File: src/verilog/bu_pkg.sv
// Constants, register map and state encodings for the bridged UART core.
// Assumes a single 10 MHz clock domain and a 32-bit AXI4-Lite register port.
package bu_pkg;
	// Register byte offsets
	localparam logic [7:0] OFS_DATA = 8'h00;
	localparam logic [7:0] OFS_IER = 8'h04;
	localparam logic [7:0] OFS_ISR = 8'h08;
	localparam logic [7:0] OFS_FCR = 8'h0C;
	localparam logic [7:0] OFS_LCR = 8'h10;
	localparam logic [7:0] OFS_MCR = 8'h14;
	localparam logic [7:0] OFS_LSR = 8'h18;
	localparam logic [7:0] OFS_MSR = 8'h1C;
	localparam logic [7:0] OFS_EFR = 8'h20;
	localparam logic [7:0] OFS_TCR = 8'h24;
	localparam logic [7:0] OFS_TLR = 8'h28;
	localparam logic [7:0] OFS_DIV = 8'h2C;
	localparam logic [7:0] OFS_XCHR = 8'h30;
	localparam logic [7:0] OFS_LVL = 8'h34;
	// Field positions
	localparam int IER_RXAV = 0;
	localparam int IER_TXSP = 1;
	localparam int IER_RXERR = 2;
	localparam int IER_MODEM = 3;
	localparam int IER_OVR = 4;
	localparam int IER_XOFF = 5;
	localparam int FCR_EN = 0;
	localparam int FCR_RXRST = 1;
	localparam int FCR_TXRST = 2;
	localparam int LCR_PEN = 3;
	localparam int LCR_EVEN = 4;
	localparam int MCR_RTS = 1;
	localparam int MCR_LOOP = 4;
	localparam int MCR_XANY = 5;
	localparam int EFR_SPEC = 5;
	localparam int EFR_ARTS = 6;
	localparam int EFR_ACTS = 7;
	localparam int MSR_DCTS = 0;
	localparam int MSR_CTS = 4;
	// Reset values
	localparam logic [15:0] DIV_RST = 16'h0001;
	// Sizes and counts
	localparam logic [6:0] FIFO_DEPTH = 7'h40;
	localparam logic [3:0] OVS_LAST = 4'hF;
	localparam logic [3:0] OVS_MID = 4'h7;
	localparam logic [27:0] RX_TRIG_TAB = {7'h3C, 7'h38, 7'h10, 7'h08};
	localparam logic [27:0] TX_TRIG_TAB = {7'h38, 7'h20, 7'h10, 7'h08};
	// Bus responses
	localparam logic [1:0] RESP_OKAY = 2'h0;
	localparam logic [1:0] RESP_DECERR = 2'h3;
	typedef enum logic [0:0] {BU_TX_IDLE = 1'b0, BU_TX_SHIFT = 1'b1} bu_tx_state_t;
	typedef enum logic [1:0] {BU_RX_IDLE = 2'b00, BU_RX_START = 2'b01, BU_RX_DATA = 2'b10,
		BU_RX_STOP = 2'b11} bu_rx_state_t;
endpackage

File: src/verilog/bu_uart.sv
// Bridged UART core: AXI4-Lite register slave, 64-deep FIFOs, flow control, baud generator.
// Assumes pins are synchronous to aclk and the host-port select strap is static.
// Functional notes
// - Open-drain active-low irq, enabled sources only
// - Sources: modem change, errors, rx data, tx space, xoff
// - Host port I2C when select high, SPI low
// - Modem control rts bit drives rts low
// - Rts high after any reset
// - Rts pin paced only with auto-rts bit 6
// - Cts state readable in modem status bit 4
// - Cts gates transmit only with auto-cts bit 7
// - Loopback disables tx pin, loops tx to rx
// - Loopback ignores external rx pin
// - FIFO mode buffers 64 characters each way
// - Three error bits stored per rx character
// - Fixed or programmed FIFO trigger levels
// - FIFO mode must be explicitly selected
// - Status readable anytime without disturbing operation
// - Hardware flow control paces data automatically
// - Software flow control sends and recognises xon/xoff
// - Baud divisor 1 to 65535
// - Low reset input applies full reset
// - After reset FIFOs off, trigger one
// - Auto-rts halts at halt level, resumes at resume
`timescale 1ns/1ns
module bu_uart (
	input wire logic aclk,
	input wire logic aresetn,
	input wire logic [7:0] s_axi_awaddr,
	input wire logic s_axi_awvalid,
	output logic s_axi_awready,
	input wire logic [31:0] s_axi_wdata,
	input wire logic [3:0] s_axi_wstrb,
	input wire logic s_axi_wvalid,
	output logic s_axi_wready,
	output logic [1:0] s_axi_bresp,
	output logic s_axi_bvalid,
	input wire logic s_axi_bready,
	input wire logic [7:0] s_axi_araddr,
	input wire logic s_axi_arvalid,
	output logic s_axi_arready,
	output logic [31:0] s_axi_rdata,
	output logic [1:0] s_axi_rresp,
	output logic s_axi_rvalid,
	input wire logic s_axi_rready,
	input wire logic host_sel_i2c,
	input wire logic rx_pin,
	output logic tx_pin,
	input wire logic cts_n,
	output logic rts_n,
	output logic irq_n_out,
	output logic irq_n_oe
);
	typedef struct packed {
		logic awready;
		logic wready;
		logic bvalid;
		logic [1:0] bresp;
		logic arready;
		logic rvalid;
		logic [1:0] rresp;
		logic [31:0] rdata;
		logic aw_got;
		logic [7:0] aw_addr;
		logic w_got;
		logic [31:0] w_data;
		logic [3:0] w_strb;
		logic [7:0] interrupt_enable_reg;
		logic [7:0] fifo_control_reg;
		logic [7:0] line_control_reg;
		logic [7:0] modem_control_reg;
		logic [7:0] enhanced_feature_reg;
		logic [7:0] flow_threshold_reg;
		logic [7:0] trigger_level_reg;
		logic [15:0] divisor_reg;
		logic [31:0] flow_char_reg;
		logic host_i2c;
		logic cts_prev;
		logic delta_cts;
		logic xoff_flag;
		logic overrun;
		logic [15:0] baud_cnt;
		bu_pkg::bu_tx_state_t tx_state;
		logic [10:0] tx_sh;
		logic [3:0] tx_bits;
		logic [3:0] tx_os;
		logic tx_line;
		logic tx_out;
		bu_pkg::bu_rx_state_t rx_state;
		logic [3:0] rx_os;
		logic [3:0] rx_bits;
		logic [8:0] rx_sh;
		logic [5:0] tx_wp;
		logic [5:0] tx_rp;
		logic [6:0] tx_cnt;
		logic [5:0] rx_wp;
		logic [5:0] rx_rp;
		logic [6:0] rx_cnt;
		logic halted;
		logic xoff_sent;
		logic rts_n;
		logic irq_oe;
	} bu_state_t;

	bu_state_t st_reg;
	bu_state_t st_next;
	logic [7:0] tx_mem [0:63];
	logic [10:0] rx_mem [0:63];
	logic tx_push;
	logic rx_push;
	logic [10:0] rx_wdata;

	function automatic logic [31:0] bu_merge(input logic [31:0] old, input logic [31:0] nw, input logic [3:0] strb);
		logic [31:0] r;
		r = old;
		for (int i = 0; i < 4; i++) begin
			if (strb[i]) begin
				r[i*8 +: 8] = nw[i*8 +: 8];
			end
		end
		return r;
	endfunction

	always_comb begin
		logic fifo_en, tick, rx_in, cts_active, tx_pop, rx_pop, perr, ferr, brk, is_xoff, is_xon, sw_tx, start_tx;
		logic [6:0] cap, rx_trig, tx_trig, halt_lvl, resume_lvl;
		logic [7:0] ch, tx_ch, isr;
		logic [31:0] rd, wv;
		logic [2:0] head_err;
		st_next = st_reg;
		tx_push = 1'b0;
		rx_push = 1'b0;
		rx_wdata = 11'h000;
		tx_pop = 1'b0;
		rx_pop = 1'b0;
		start_tx = 1'b0;
		tx_ch = 8'h00;
		ch = 8'h00;
		perr = 1'b0;
		ferr = 1'b0;
		brk = 1'b0;
		is_xoff = 1'b0;
		is_xon = 1'b0;
		rd = 32'h0000_0000;
		wv = 32'h0000_0000;
		fifo_en = 1'b0;
		cap = 7'h01;
		rx_trig = 7'h01;
		tx_trig = 7'h01;
		halt_lvl = 7'h00;
		resume_lvl = 7'h00;
		tick = 1'b0;
		rx_in = 1'b1;
		cts_active = 1'b0;
		sw_tx = 1'b0;
		head_err = 3'h0;
		isr = 8'h00;
		st_next.host_i2c = host_sel_i2c;

		// FIFO mode and trigger levels
		fifo_en = st_reg.fifo_control_reg[bu_pkg::FCR_EN];
		cap = fifo_en ? bu_pkg::FIFO_DEPTH : 7'h01;
		if (!fifo_en) begin
			rx_trig = 7'h01;
			tx_trig = 7'h01;
		end else begin
			rx_trig = (st_reg.trigger_level_reg[7:4] != 4'h0) ? {1'b0, st_reg.trigger_level_reg[7:4], 2'b00}
				: bu_pkg::RX_TRIG_TAB[st_reg.fifo_control_reg[7:6]*7 +: 7];
			tx_trig = (st_reg.trigger_level_reg[3:0] != 4'h0) ? {1'b0, st_reg.trigger_level_reg[3:0], 2'b00}
				: bu_pkg::TX_TRIG_TAB[st_reg.fifo_control_reg[5:4]*7 +: 7];
		end
		halt_lvl = (st_reg.flow_threshold_reg[3:0] != 4'h0) ? {1'b0, st_reg.flow_threshold_reg[3:0], 2'b00} : rx_trig;
		resume_lvl = {1'b0, st_reg.flow_threshold_reg[7:4], 2'b00};

		// Baud generator, divisor 0 treated as 1
		tick = (st_reg.baud_cnt + 16'h0001 >= st_reg.divisor_reg);
		st_next.baud_cnt = tick ? 16'h0000 : st_reg.baud_cnt + 16'h0001;

		// Loopback feeds receiver from internal tx line
		rx_in = st_reg.modem_control_reg[bu_pkg::MCR_LOOP] ? st_reg.tx_line : rx_pin;

		// Modem status
		st_next.cts_prev = cts_n;
		cts_active = ~cts_n;

		// Transmitter
		sw_tx = st_reg.enhanced_feature_reg[3] | st_reg.enhanced_feature_reg[2];
		case (st_reg.tx_state)
			bu_pkg::BU_TX_IDLE: begin
				st_next.tx_line = 1'b1;
				if (sw_tx && !st_reg.xoff_sent && st_reg.rx_cnt > halt_lvl) begin
					start_tx = 1'b1;
					tx_ch = st_reg.enhanced_feature_reg[3] ? st_reg.flow_char_reg[23:16] : st_reg.flow_char_reg[31:24];
					st_next.xoff_sent = 1'b1;
				end else if (sw_tx && st_reg.xoff_sent && st_reg.rx_cnt <= resume_lvl) begin
					start_tx = 1'b1;
					tx_ch = st_reg.enhanced_feature_reg[3] ? st_reg.flow_char_reg[7:0] : st_reg.flow_char_reg[15:8];
					st_next.xoff_sent = 1'b0;
				end else if (st_reg.tx_cnt != 7'h00 && !st_reg.halted
					&& !(st_reg.enhanced_feature_reg[bu_pkg::EFR_ACTS] && !cts_active)) begin
					start_tx = 1'b1;
					tx_ch = tx_mem[st_reg.tx_rp];
					tx_pop = 1'b1;
				end
				if (start_tx) begin
					st_next.tx_state = bu_pkg::BU_TX_SHIFT;
					st_next.tx_sh = {1'b1, (st_reg.line_control_reg[bu_pkg::LCR_EVEN] ? ^tx_ch : ~^tx_ch), tx_ch, 1'b0};
					if (!st_reg.line_control_reg[bu_pkg::LCR_PEN]) begin
						st_next.tx_sh[9] = 1'b1;
					end
					st_next.tx_bits = st_reg.line_control_reg[bu_pkg::LCR_PEN] ? 4'hB : 4'hA;
					st_next.tx_os = 4'h0;
					st_next.tx_line = 1'b0;
				end
			end
			bu_pkg::BU_TX_SHIFT: begin
				if (tick) begin
					st_next.tx_os = st_reg.tx_os + 4'h1;
					if (st_reg.tx_os == bu_pkg::OVS_LAST) begin
						st_next.tx_sh = {1'b1, st_reg.tx_sh[10:1]};
						st_next.tx_bits = st_reg.tx_bits - 4'h1;
						st_next.tx_line = st_reg.tx_sh[1];
						if (st_reg.tx_bits == 4'h1) begin
							st_next.tx_state = bu_pkg::BU_TX_IDLE;
							st_next.tx_line = 1'b1;
						end
					end
				end
			end
			default: st_next.tx_state = bu_pkg::BU_TX_IDLE;
		endcase
		st_next.tx_out = st_reg.modem_control_reg[bu_pkg::MCR_LOOP] ? 1'b1 : st_next.tx_line;

		// Receiver with mid-bit sampling
		case (st_reg.rx_state)
			bu_pkg::BU_RX_IDLE: begin
				if (!rx_in) begin
					st_next.rx_state = bu_pkg::BU_RX_START;
					st_next.rx_os = 4'h0;
				end
			end
			bu_pkg::BU_RX_START: begin
				if (tick) begin
					st_next.rx_os = st_reg.rx_os + 4'h1;
					if (st_reg.rx_os == bu_pkg::OVS_MID) begin
						st_next.rx_state = rx_in ? bu_pkg::BU_RX_IDLE : bu_pkg::BU_RX_DATA;
						st_next.rx_os = 4'h0;
						st_next.rx_bits = st_reg.line_control_reg[bu_pkg::LCR_PEN] ? 4'h9 : 4'h8;
					end
				end
			end
			bu_pkg::BU_RX_DATA: begin
				if (tick) begin
					st_next.rx_os = st_reg.rx_os + 4'h1;
					if (st_reg.rx_os == bu_pkg::OVS_LAST) begin
						st_next.rx_sh = {rx_in, st_reg.rx_sh[8:1]};
						st_next.rx_bits = st_reg.rx_bits - 4'h1;
						if (st_reg.rx_bits == 4'h1) begin
							st_next.rx_state = bu_pkg::BU_RX_STOP;
						end
					end
				end
			end
			bu_pkg::BU_RX_STOP: begin
				if (tick) begin
					st_next.rx_os = st_reg.rx_os + 4'h1;
					if (st_reg.rx_os == bu_pkg::OVS_LAST) begin
						st_next.rx_state = bu_pkg::BU_RX_IDLE;
						ch = st_reg.line_control_reg[bu_pkg::LCR_PEN] ? st_reg.rx_sh[7:0] : st_reg.rx_sh[8:1];
						perr = st_reg.line_control_reg[bu_pkg::LCR_PEN] && (st_reg.rx_sh[8]
							!= (st_reg.line_control_reg[bu_pkg::LCR_EVEN] ? ^ch : ~^ch));
						ferr = ~rx_in;
						brk = ferr && (st_reg.rx_sh == 9'h000);
						is_xoff = (st_reg.enhanced_feature_reg[1] && ch == st_reg.flow_char_reg[23:16])
							|| (st_reg.enhanced_feature_reg[0] && ch == st_reg.flow_char_reg[31:24]);
						is_xon = (st_reg.enhanced_feature_reg[1] && ch == st_reg.flow_char_reg[7:0])
							|| (st_reg.enhanced_feature_reg[0] && ch == st_reg.flow_char_reg[15:8]);
						if (is_xoff) begin
							st_next.halted = 1'b1;
						end else if (is_xon) begin
							st_next.halted = 1'b0;
						end else begin
							if (st_reg.halted && st_reg.modem_control_reg[bu_pkg::MCR_XANY]) begin
								st_next.halted = 1'b0;
							end
							rx_push = 1'b1;
							rx_wdata = {brk, ferr, perr, ch};
						end
					end
				end
			end
			default: st_next.rx_state = bu_pkg::BU_RX_IDLE;
		endcase

		// Register read, only the data port pops
		head_err = (st_reg.rx_cnt != 7'h00) ? rx_mem[st_reg.rx_rp][10:8] : 3'h0;
		isr = {2'b00, st_reg.xoff_flag, st_reg.overrun, st_reg.delta_cts, (head_err != 3'h0),
			((cap - st_reg.tx_cnt) >= tx_trig), (st_reg.rx_cnt >= rx_trig)};
		case (s_axi_araddr)
			bu_pkg::OFS_DATA: rd = {21'h000000, head_err, (st_reg.rx_cnt != 7'h00) ? rx_mem[st_reg.rx_rp][7:0] : 8'h00};
			bu_pkg::OFS_IER: rd = {24'h000000, st_reg.interrupt_enable_reg};
			bu_pkg::OFS_ISR: rd = {24'h000000, isr};
			bu_pkg::OFS_FCR: rd = {24'h000000, st_reg.fifo_control_reg};
			bu_pkg::OFS_LCR: rd = {24'h000000, st_reg.line_control_reg};
			bu_pkg::OFS_MCR: rd = {24'h000000, st_reg.modem_control_reg};
			bu_pkg::OFS_LSR: rd = {21'h000000, head_err, 1'b0, (st_reg.tx_cnt == 7'h00 && st_reg.tx_state == bu_pkg::BU_TX_IDLE),
				(st_reg.tx_cnt == 7'h00), 2'b00, st_reg.halted, st_reg.overrun, (st_reg.rx_cnt != 7'h00)};
			bu_pkg::OFS_MSR: rd = {24'h000000, 3'b000, cts_active, 3'b000, st_reg.delta_cts};
			bu_pkg::OFS_EFR: rd = {24'h000000, st_reg.enhanced_feature_reg};
			bu_pkg::OFS_TCR: rd = {24'h000000, st_reg.flow_threshold_reg};
			bu_pkg::OFS_TLR: rd = {24'h000000, st_reg.trigger_level_reg};
			bu_pkg::OFS_DIV: rd = {16'h0000, st_reg.divisor_reg};
			bu_pkg::OFS_XCHR: rd = st_reg.flow_char_reg;
			bu_pkg::OFS_LVL: rd = {15'h0000, st_reg.host_i2c, 1'b0, st_reg.rx_cnt, 1'b0, st_reg.tx_cnt};
			default: rd = 32'h0000_0000;
		endcase
		if (s_axi_arvalid && st_reg.arready) begin
			st_next.rvalid = 1'b1;
			st_next.rdata = rd;
			st_next.rresp = (s_axi_araddr > bu_pkg::OFS_LVL || s_axi_araddr[1:0] != 2'b00)
				? bu_pkg::RESP_DECERR : bu_pkg::RESP_OKAY;
			rx_pop = (s_axi_araddr == bu_pkg::OFS_DATA) && (st_reg.rx_cnt != 7'h00);
		end else if (st_reg.rvalid && s_axi_rready) begin
			st_next.rvalid = 1'b0;
		end
		st_next.arready = ~st_next.rvalid;

		// Register write: address and data taken in either order
		if (s_axi_awvalid && st_reg.awready) begin
			st_next.aw_got = 1'b1;
			st_next.aw_addr = s_axi_awaddr;
		end
		if (s_axi_wvalid && st_reg.wready) begin
			st_next.w_got = 1'b1;
			st_next.w_data = s_axi_wdata;
			st_next.w_strb = s_axi_wstrb;
		end
		if (st_reg.bvalid && s_axi_bready) begin
			st_next.bvalid = 1'b0;
		end
		if (st_reg.aw_got && st_reg.w_got && !st_reg.bvalid) begin
			st_next.aw_got = 1'b0;
			st_next.w_got = 1'b0;
			st_next.bvalid = 1'b1;
			st_next.bresp = (st_reg.aw_addr > bu_pkg::OFS_LVL || st_reg.aw_addr[1:0] != 2'b00)
				? bu_pkg::RESP_DECERR : bu_pkg::RESP_OKAY;
			case (st_reg.aw_addr)
				bu_pkg::OFS_DATA: tx_push = st_reg.w_strb[0] && (st_reg.tx_cnt < cap);
				bu_pkg::OFS_IER: if (st_reg.w_strb[0]) st_next.interrupt_enable_reg = st_reg.w_data[7:0];
				bu_pkg::OFS_ISR: begin
					wv = st_reg.w_strb[0] ? st_reg.w_data : 32'h0000_0000;
					if (wv[bu_pkg::IER_MODEM]) st_next.delta_cts = 1'b0;
					if (wv[bu_pkg::IER_OVR]) st_next.overrun = 1'b0;
					if (wv[bu_pkg::IER_XOFF]) st_next.xoff_flag = 1'b0;
				end
				bu_pkg::OFS_FCR: begin
					if (st_reg.w_strb[0]) begin
						st_next.fifo_control_reg = {st_reg.w_data[7:3], 2'b00, st_reg.w_data[0]};
						if (st_reg.w_data[bu_pkg::FCR_RXRST]) begin
							st_next.rx_wp = 6'h00;
							st_next.rx_rp = 6'h00;
							st_next.rx_cnt = 7'h00;
						end
						if (st_reg.w_data[bu_pkg::FCR_TXRST]) begin
							st_next.tx_wp = 6'h00;
							st_next.tx_rp = 6'h00;
							st_next.tx_cnt = 7'h00;
						end
					end
				end
				bu_pkg::OFS_LCR: if (st_reg.w_strb[0]) st_next.line_control_reg = st_reg.w_data[7:0];
				bu_pkg::OFS_MCR: if (st_reg.w_strb[0]) st_next.modem_control_reg = st_reg.w_data[7:0];
				bu_pkg::OFS_EFR: if (st_reg.w_strb[0]) st_next.enhanced_feature_reg = st_reg.w_data[7:0];
				bu_pkg::OFS_TCR: if (st_reg.w_strb[0]) st_next.flow_threshold_reg = st_reg.w_data[7:0];
				bu_pkg::OFS_TLR: if (st_reg.w_strb[0]) st_next.trigger_level_reg = st_reg.w_data[7:0];
				bu_pkg::OFS_DIV: begin
					wv = bu_merge({16'h0000, st_reg.divisor_reg}, st_reg.w_data, st_reg.w_strb);
					st_next.divisor_reg = wv[15:0];
				end
				bu_pkg::OFS_XCHR: st_next.flow_char_reg = bu_merge(st_reg.flow_char_reg, st_reg.w_data, st_reg.w_strb);
				default: st_next.bresp = bu_pkg::RESP_DECERR;
			endcase
		end
		st_next.awready = ~st_next.aw_got;
		st_next.wready = ~st_next.w_got;

		// Sticky event flags: set wins over the clear above
		if (cts_n != st_reg.cts_prev && !st_reg.enhanced_feature_reg[bu_pkg::EFR_ACTS]) begin
			st_next.delta_cts = 1'b1;
		end
		if (is_xoff || (rx_push && st_reg.enhanced_feature_reg[bu_pkg::EFR_SPEC] && ch == st_reg.flow_char_reg[31:24])) begin
			st_next.xoff_flag = 1'b1;
		end else if (is_xon) begin
			st_next.xoff_flag = 1'b0;
		end
		if (rx_push && st_reg.rx_cnt >= cap && !rx_pop) begin
			rx_push = 1'b0;
			st_next.overrun = 1'b1;
		end

		// FIFO pointers
		if (tx_push) st_next.tx_wp = st_reg.tx_wp + 6'h01;
		if (tx_pop) st_next.tx_rp = st_reg.tx_rp + 6'h01;
		if (tx_push && !tx_pop) st_next.tx_cnt = st_reg.tx_cnt + 7'h01;
		if (!tx_push && tx_pop) st_next.tx_cnt = st_reg.tx_cnt - 7'h01;
		if (rx_push) st_next.rx_wp = st_reg.rx_wp + 6'h01;
		if (rx_pop) st_next.rx_rp = st_reg.rx_rp + 6'h01;
		if (rx_push && !rx_pop) st_next.rx_cnt = st_reg.rx_cnt + 7'h01;
		if (!rx_push && rx_pop) st_next.rx_cnt = st_reg.rx_cnt - 7'h01;

		// Request-to-send pin
		if (st_reg.enhanced_feature_reg[bu_pkg::EFR_ARTS]) begin
			if (st_reg.rx_cnt >= halt_lvl) begin
				st_next.rts_n = 1'b1;
			end else if (st_reg.rx_cnt <= resume_lvl) begin
				st_next.rts_n = 1'b0;
			end
		end else begin
			st_next.rts_n = ~st_reg.modem_control_reg[bu_pkg::MCR_RTS];
		end

		// Interrupt pin pulls low for enabled sources only
		st_next.irq_oe = |(isr & st_reg.interrupt_enable_reg);

		if (!aresetn) begin
			st_next = '0;
			st_next.rts_n = 1'b1;
			st_next.tx_line = 1'b1;
			st_next.tx_out = 1'b1;
			st_next.cts_prev = 1'b1;
			st_next.divisor_reg = bu_pkg::DIV_RST;
			tx_push = 1'b0;
			rx_push = 1'b0;
		end
	end

	always_ff @(posedge aclk) begin
		st_reg <= st_next;
		if (tx_push) begin
			tx_mem[st_reg.tx_wp] <= st_reg.w_data[7:0];
		end
		if (rx_push) begin
			rx_mem[st_reg.rx_wp] <= rx_wdata;
		end
	end

	assign s_axi_awready = st_reg.awready;
	assign s_axi_wready = st_reg.wready;
	assign s_axi_bvalid = st_reg.bvalid;
	assign s_axi_bresp = st_reg.bresp;
	assign s_axi_arready = st_reg.arready;
	assign s_axi_rvalid = st_reg.rvalid;
	assign s_axi_rresp = st_reg.rresp;
	assign s_axi_rdata = st_reg.rdata;
	assign tx_pin = st_reg.tx_out;
	assign rts_n = st_reg.rts_n;
	assign irq_n_oe = st_reg.irq_oe;
	assign irq_n_out = 1'b0;
endmodule // bu_uart

File: config.mk
export PLATFORM = sky130hd
export DESIGN_NAME = bu_uart
export DESIGN_NICKNAME = d
export VERILOG_FILES = /design/src/verilog/bu_pkg.sv /design/src/verilog/bu_uart.sv
export SDC_FILE = /design/constraint.sdc
export NUM_CORES = 2
export LEC_CHECK = 0
export BUFFER_PORTS_ARGS = -buffer_cell sky130_fd_sc_hd__buf_2
export CAP_MARGIN = 15
export CORE_MARGIN = 2
export CORE_UTILIZATION = 58
export DETAILED_ROUTE_END_ITERATION = 10
export HOLD_SLACK_MARGIN = 0.03
export PLACE_DENSITY = 0.86
export SLEW_MARGIN = 20
export SYNTH_ARGS = -nofsm -noshare
export SYNTH_HDL_FRONTEND = slang
export SYNTH_SLANG_ARGS = --single-unit
File: constraint.sdc
create_clock -name aclk -period 7.7 [get_ports aclk]
set_input_delay 0.77 -clock aclk [delete_from_list [all_inputs] [get_ports aclk]]
set_output_delay 0.77 -clock aclk [all_outputs]
set_load 0.05 [all_outputs]
==> qor.txt <==
Mapped Nets -> 4118
FFs w/ async S/R, synth -> 0%
Clock Skews -> 67.6 ps
maxcap violations -> 0
Via density -> 6.91
drt pass-1 iters -> 10
CP startpoint kind -> register
main flop type after synthesis -> edfxtp_1
CTS tree -> yes
cts repair resizes -> 0
Worst-Margin Slew -> 1180 ps
Max Buffers Root-to-Sink -> 3
Sink Count -> 1518
CP Capture Type -> register
Final Hold Vio Count -> 0
largest net degree at the start of global routing -> 143
Post-DP HPWL -> 102000 µm
buffers added on ports -> 105
CP startpoint -> st_reg[85]
grt total ovfl -> 0
FF/Latch Area -> 42600 µm²
Routed Antenna Nets -> 0
number of flip-flops in the largest register -> 704
syn_area_per_cell -> 15.7 µm²
footprint of the multi-input gates -> 18700 µm²
Hold WC Path Type -> input port to register
Worst-path clk slew -> 60 ps
drt total wl -> 173000 µm
Filler Cells Inserted -> 6832
final worst path period need -> 5830 ps
share of cells above drive strength 1 -> 18.4%
number of I/O pins -> 107
crit share post-route -> 75.7%
Crit Path Class -> register to register
Critical Path RT -> 8280 ps
Max-slew headroom -> 19.0%
GRT Total Usage -> 31.0%
FF+latch count, synth -> 1518
Post-synth EDFFs -> 1216
Distinct cells, synth -> 75
Clk Latency, worst-skew pair -> 800 ps
core area -> 107000 µm²
Reg2Reg Depth -> 18
P_leak -> 23.3 nW
post-CTS setup buffers -> 0
first-pass GRT wire length -> 253000 µm
# DRC -> 0
top cell type's share of synthesized area -> 58.4%
synth-to-layout area growth -> 10.5%
most common cell in the synthesized netlist -> edfxtp_1
Rows -> 120
dpl cells -> 5300
Ys Warns -> 0
VDD IR max -> 0.220 mV
CTS Buf Count -> 148
Power Density -> 235 nW/µm²
Data arrival, critical path -> 6410 ps
GPL Wtd Cong -> 0.974
Die W -> 332 µm
Pins Over Slew Limit -> 0
Area contributors post-synth -> edfxtp_1 (58%), mux4_2 (12%), dfxtp_1 (9.7%)
CTS H-tree lvls -> 4
CTS Hold Bufs -> 0
Final #Nets -> 4171
Yosys top cell by area -> edfxtp_1
status -> complete, no violations
synth cell count leaders -> edfxtp_1 (1216), nor2_1 (409), mux4_2 (330)
worst r2r src -> st_reg[85]
Final Non-Filler Cells -> 5580
Setup TNS -> 0 ps
Syn Inst Count -> 3997
CTS root buf -> clkbuf_16
Synth Cell Area -> 62600 µm²
RSZ-0062 raised after global routing -> no
die height -> 332 µm
DRT iter0 DRCs -> 6280
hold wc startpoint -> host_sel_i2c
vias in the first global route -> 37200
wire length per cell -> 31.0 µm
Fmax -> 172 MHz
final setup fails -> 0
die area -> 111000 µm²
sequential fraction of the synthesis area -> 68.0%
Hold Crit Depth -> 2
Critical Path Fanout Max -> 42
initial core utilization -> 58.4%
initial antenna violation count -> 5
vias -> 38600
## worst max-delay path, stage by stage, from the launching register on
cell,delay (ps)
dfxtp_1,380
nand3_1,120
nor2_1,120
and2_1,140
nor2b_1,230
nand2_1,110
nor2_1,200
nand3_1,120
xnor2_1,160
ha_1,310
nand4_1,140
a211oi_1,250
a21oi_2,80
buf_4,220
nor3_1,470
nand2_1,760
nor2_4,310
and3_2,1000
buf_4,460
## routing by layer
| layer | up-vias | part of all wire (%) | global-route usage (%) |
|---|---|---|---|
| li1 | 15600 | - | - |
| met4 | 8 | 5.4 | 13.9 |
| met2 | 3163 | 48 | 49.2 |
| met3 | 597 | 12 | 7.02 |
| met1 | 19200 | 35 | 41.2 |
| met5 | - | 0.027 | 0 |
## final cells by class
| class | count | share of cell area, % |
|---|---|---|
| Antenna cell | 2 | 0.00724 |
| Clock inverter | 83 | 1.24 |
| Tap cell | 1403 | 2.54 |
| Clock buffer | 192 | 5.79 |
| Timing Repair Buffer | 157 | 1.45 |
| Inverter | 62 | 0.347 |
| Multi-Input combinational cell | 2163 | 27.0 |
| Sequential cell | 1518 | 61.6 |
## worst paths after layout
check,slack (ps),to
hold reg to reg,450,st_reg[232]
hold / removal,190,st_reg[103]
setup / recovery,1870,rx_mem[62][10]
setup reg to reg,1870,rx_mem[62][10]
## cell usage in the layout, fill, tap and decap left out, types with 19 or more instances in the layout
| master | instances |
|---|---|
| a211oi_1 | 19 |
| a21oi_1 | 175 |
| a221oi_1 | 24 |
| a22oi_1 | 85 |
| and3_1 | 25 |
| buf_2 | 105 |
| buf_4 | 45 |
| clkbuf_1 | 34 |
| clkbuf_16 | 151 |
| clkinv_1 | 25 |
| clkinv_2 | 30 |
| dfxtp_1 | 286 |
| edfxtp_1 | 1216 |
| ha_1 | 59 |
| inv_1 | 55 |
| mux2i_1 | 186 |
| mux4_2 | 330 |
| nand2_1 | 263 |
| nand3_1 | 102 |
| nand4_1 | 28 |
| nor2_1 | 394 |
| nor2b_1 | 35 |
| nor3_1 | 34 |
| o21ai_0 | 57 |
| xnor2_1 | 60 |
| xor2_1 | 24 |
## cell families after synthesis
logic type	after synthesis	share of synthesized area [%]
multiplexers	524	15.0
flip-flops	1518	68.0
XOR/XNOR	85	1.21
AND/OR/NAND/NOR	1012	7.28
AO/OA/AOI/OAI	482	5.02
adder cells (fa/ha/maj)	59	1.18
buffers and inverters	316	2.27
other	1	0.00599
## through the flow
stage          area [µm²]  total power (W)  utilization (%)  hold WS (ps)  worst slack, ps
3_3_place_gp        64200          0.00916             60.0           441             2270
6_report            69200           0.0163             64.6           192             1870
4_1_cts             69100           0.0162             64.5           166             1960
5_1_grt             69100           0.0166             64.6           173             1620
2_1_floorplan       62600          0.00909                -           432             1680
3_5_place_dp        64200          0.00917             60.0           448             2100
## report_power, final
part	switching [W]	leakage [nW]	internal (W)
clock network	0.00330	2.36	0.00395
registers	0.0000159	14.5	0.00879
logic	0.000149	6.38	0.0000423
total	0.00347	23.3	0.0128
No activity file was read; power rests on OpenSTA's default activity.
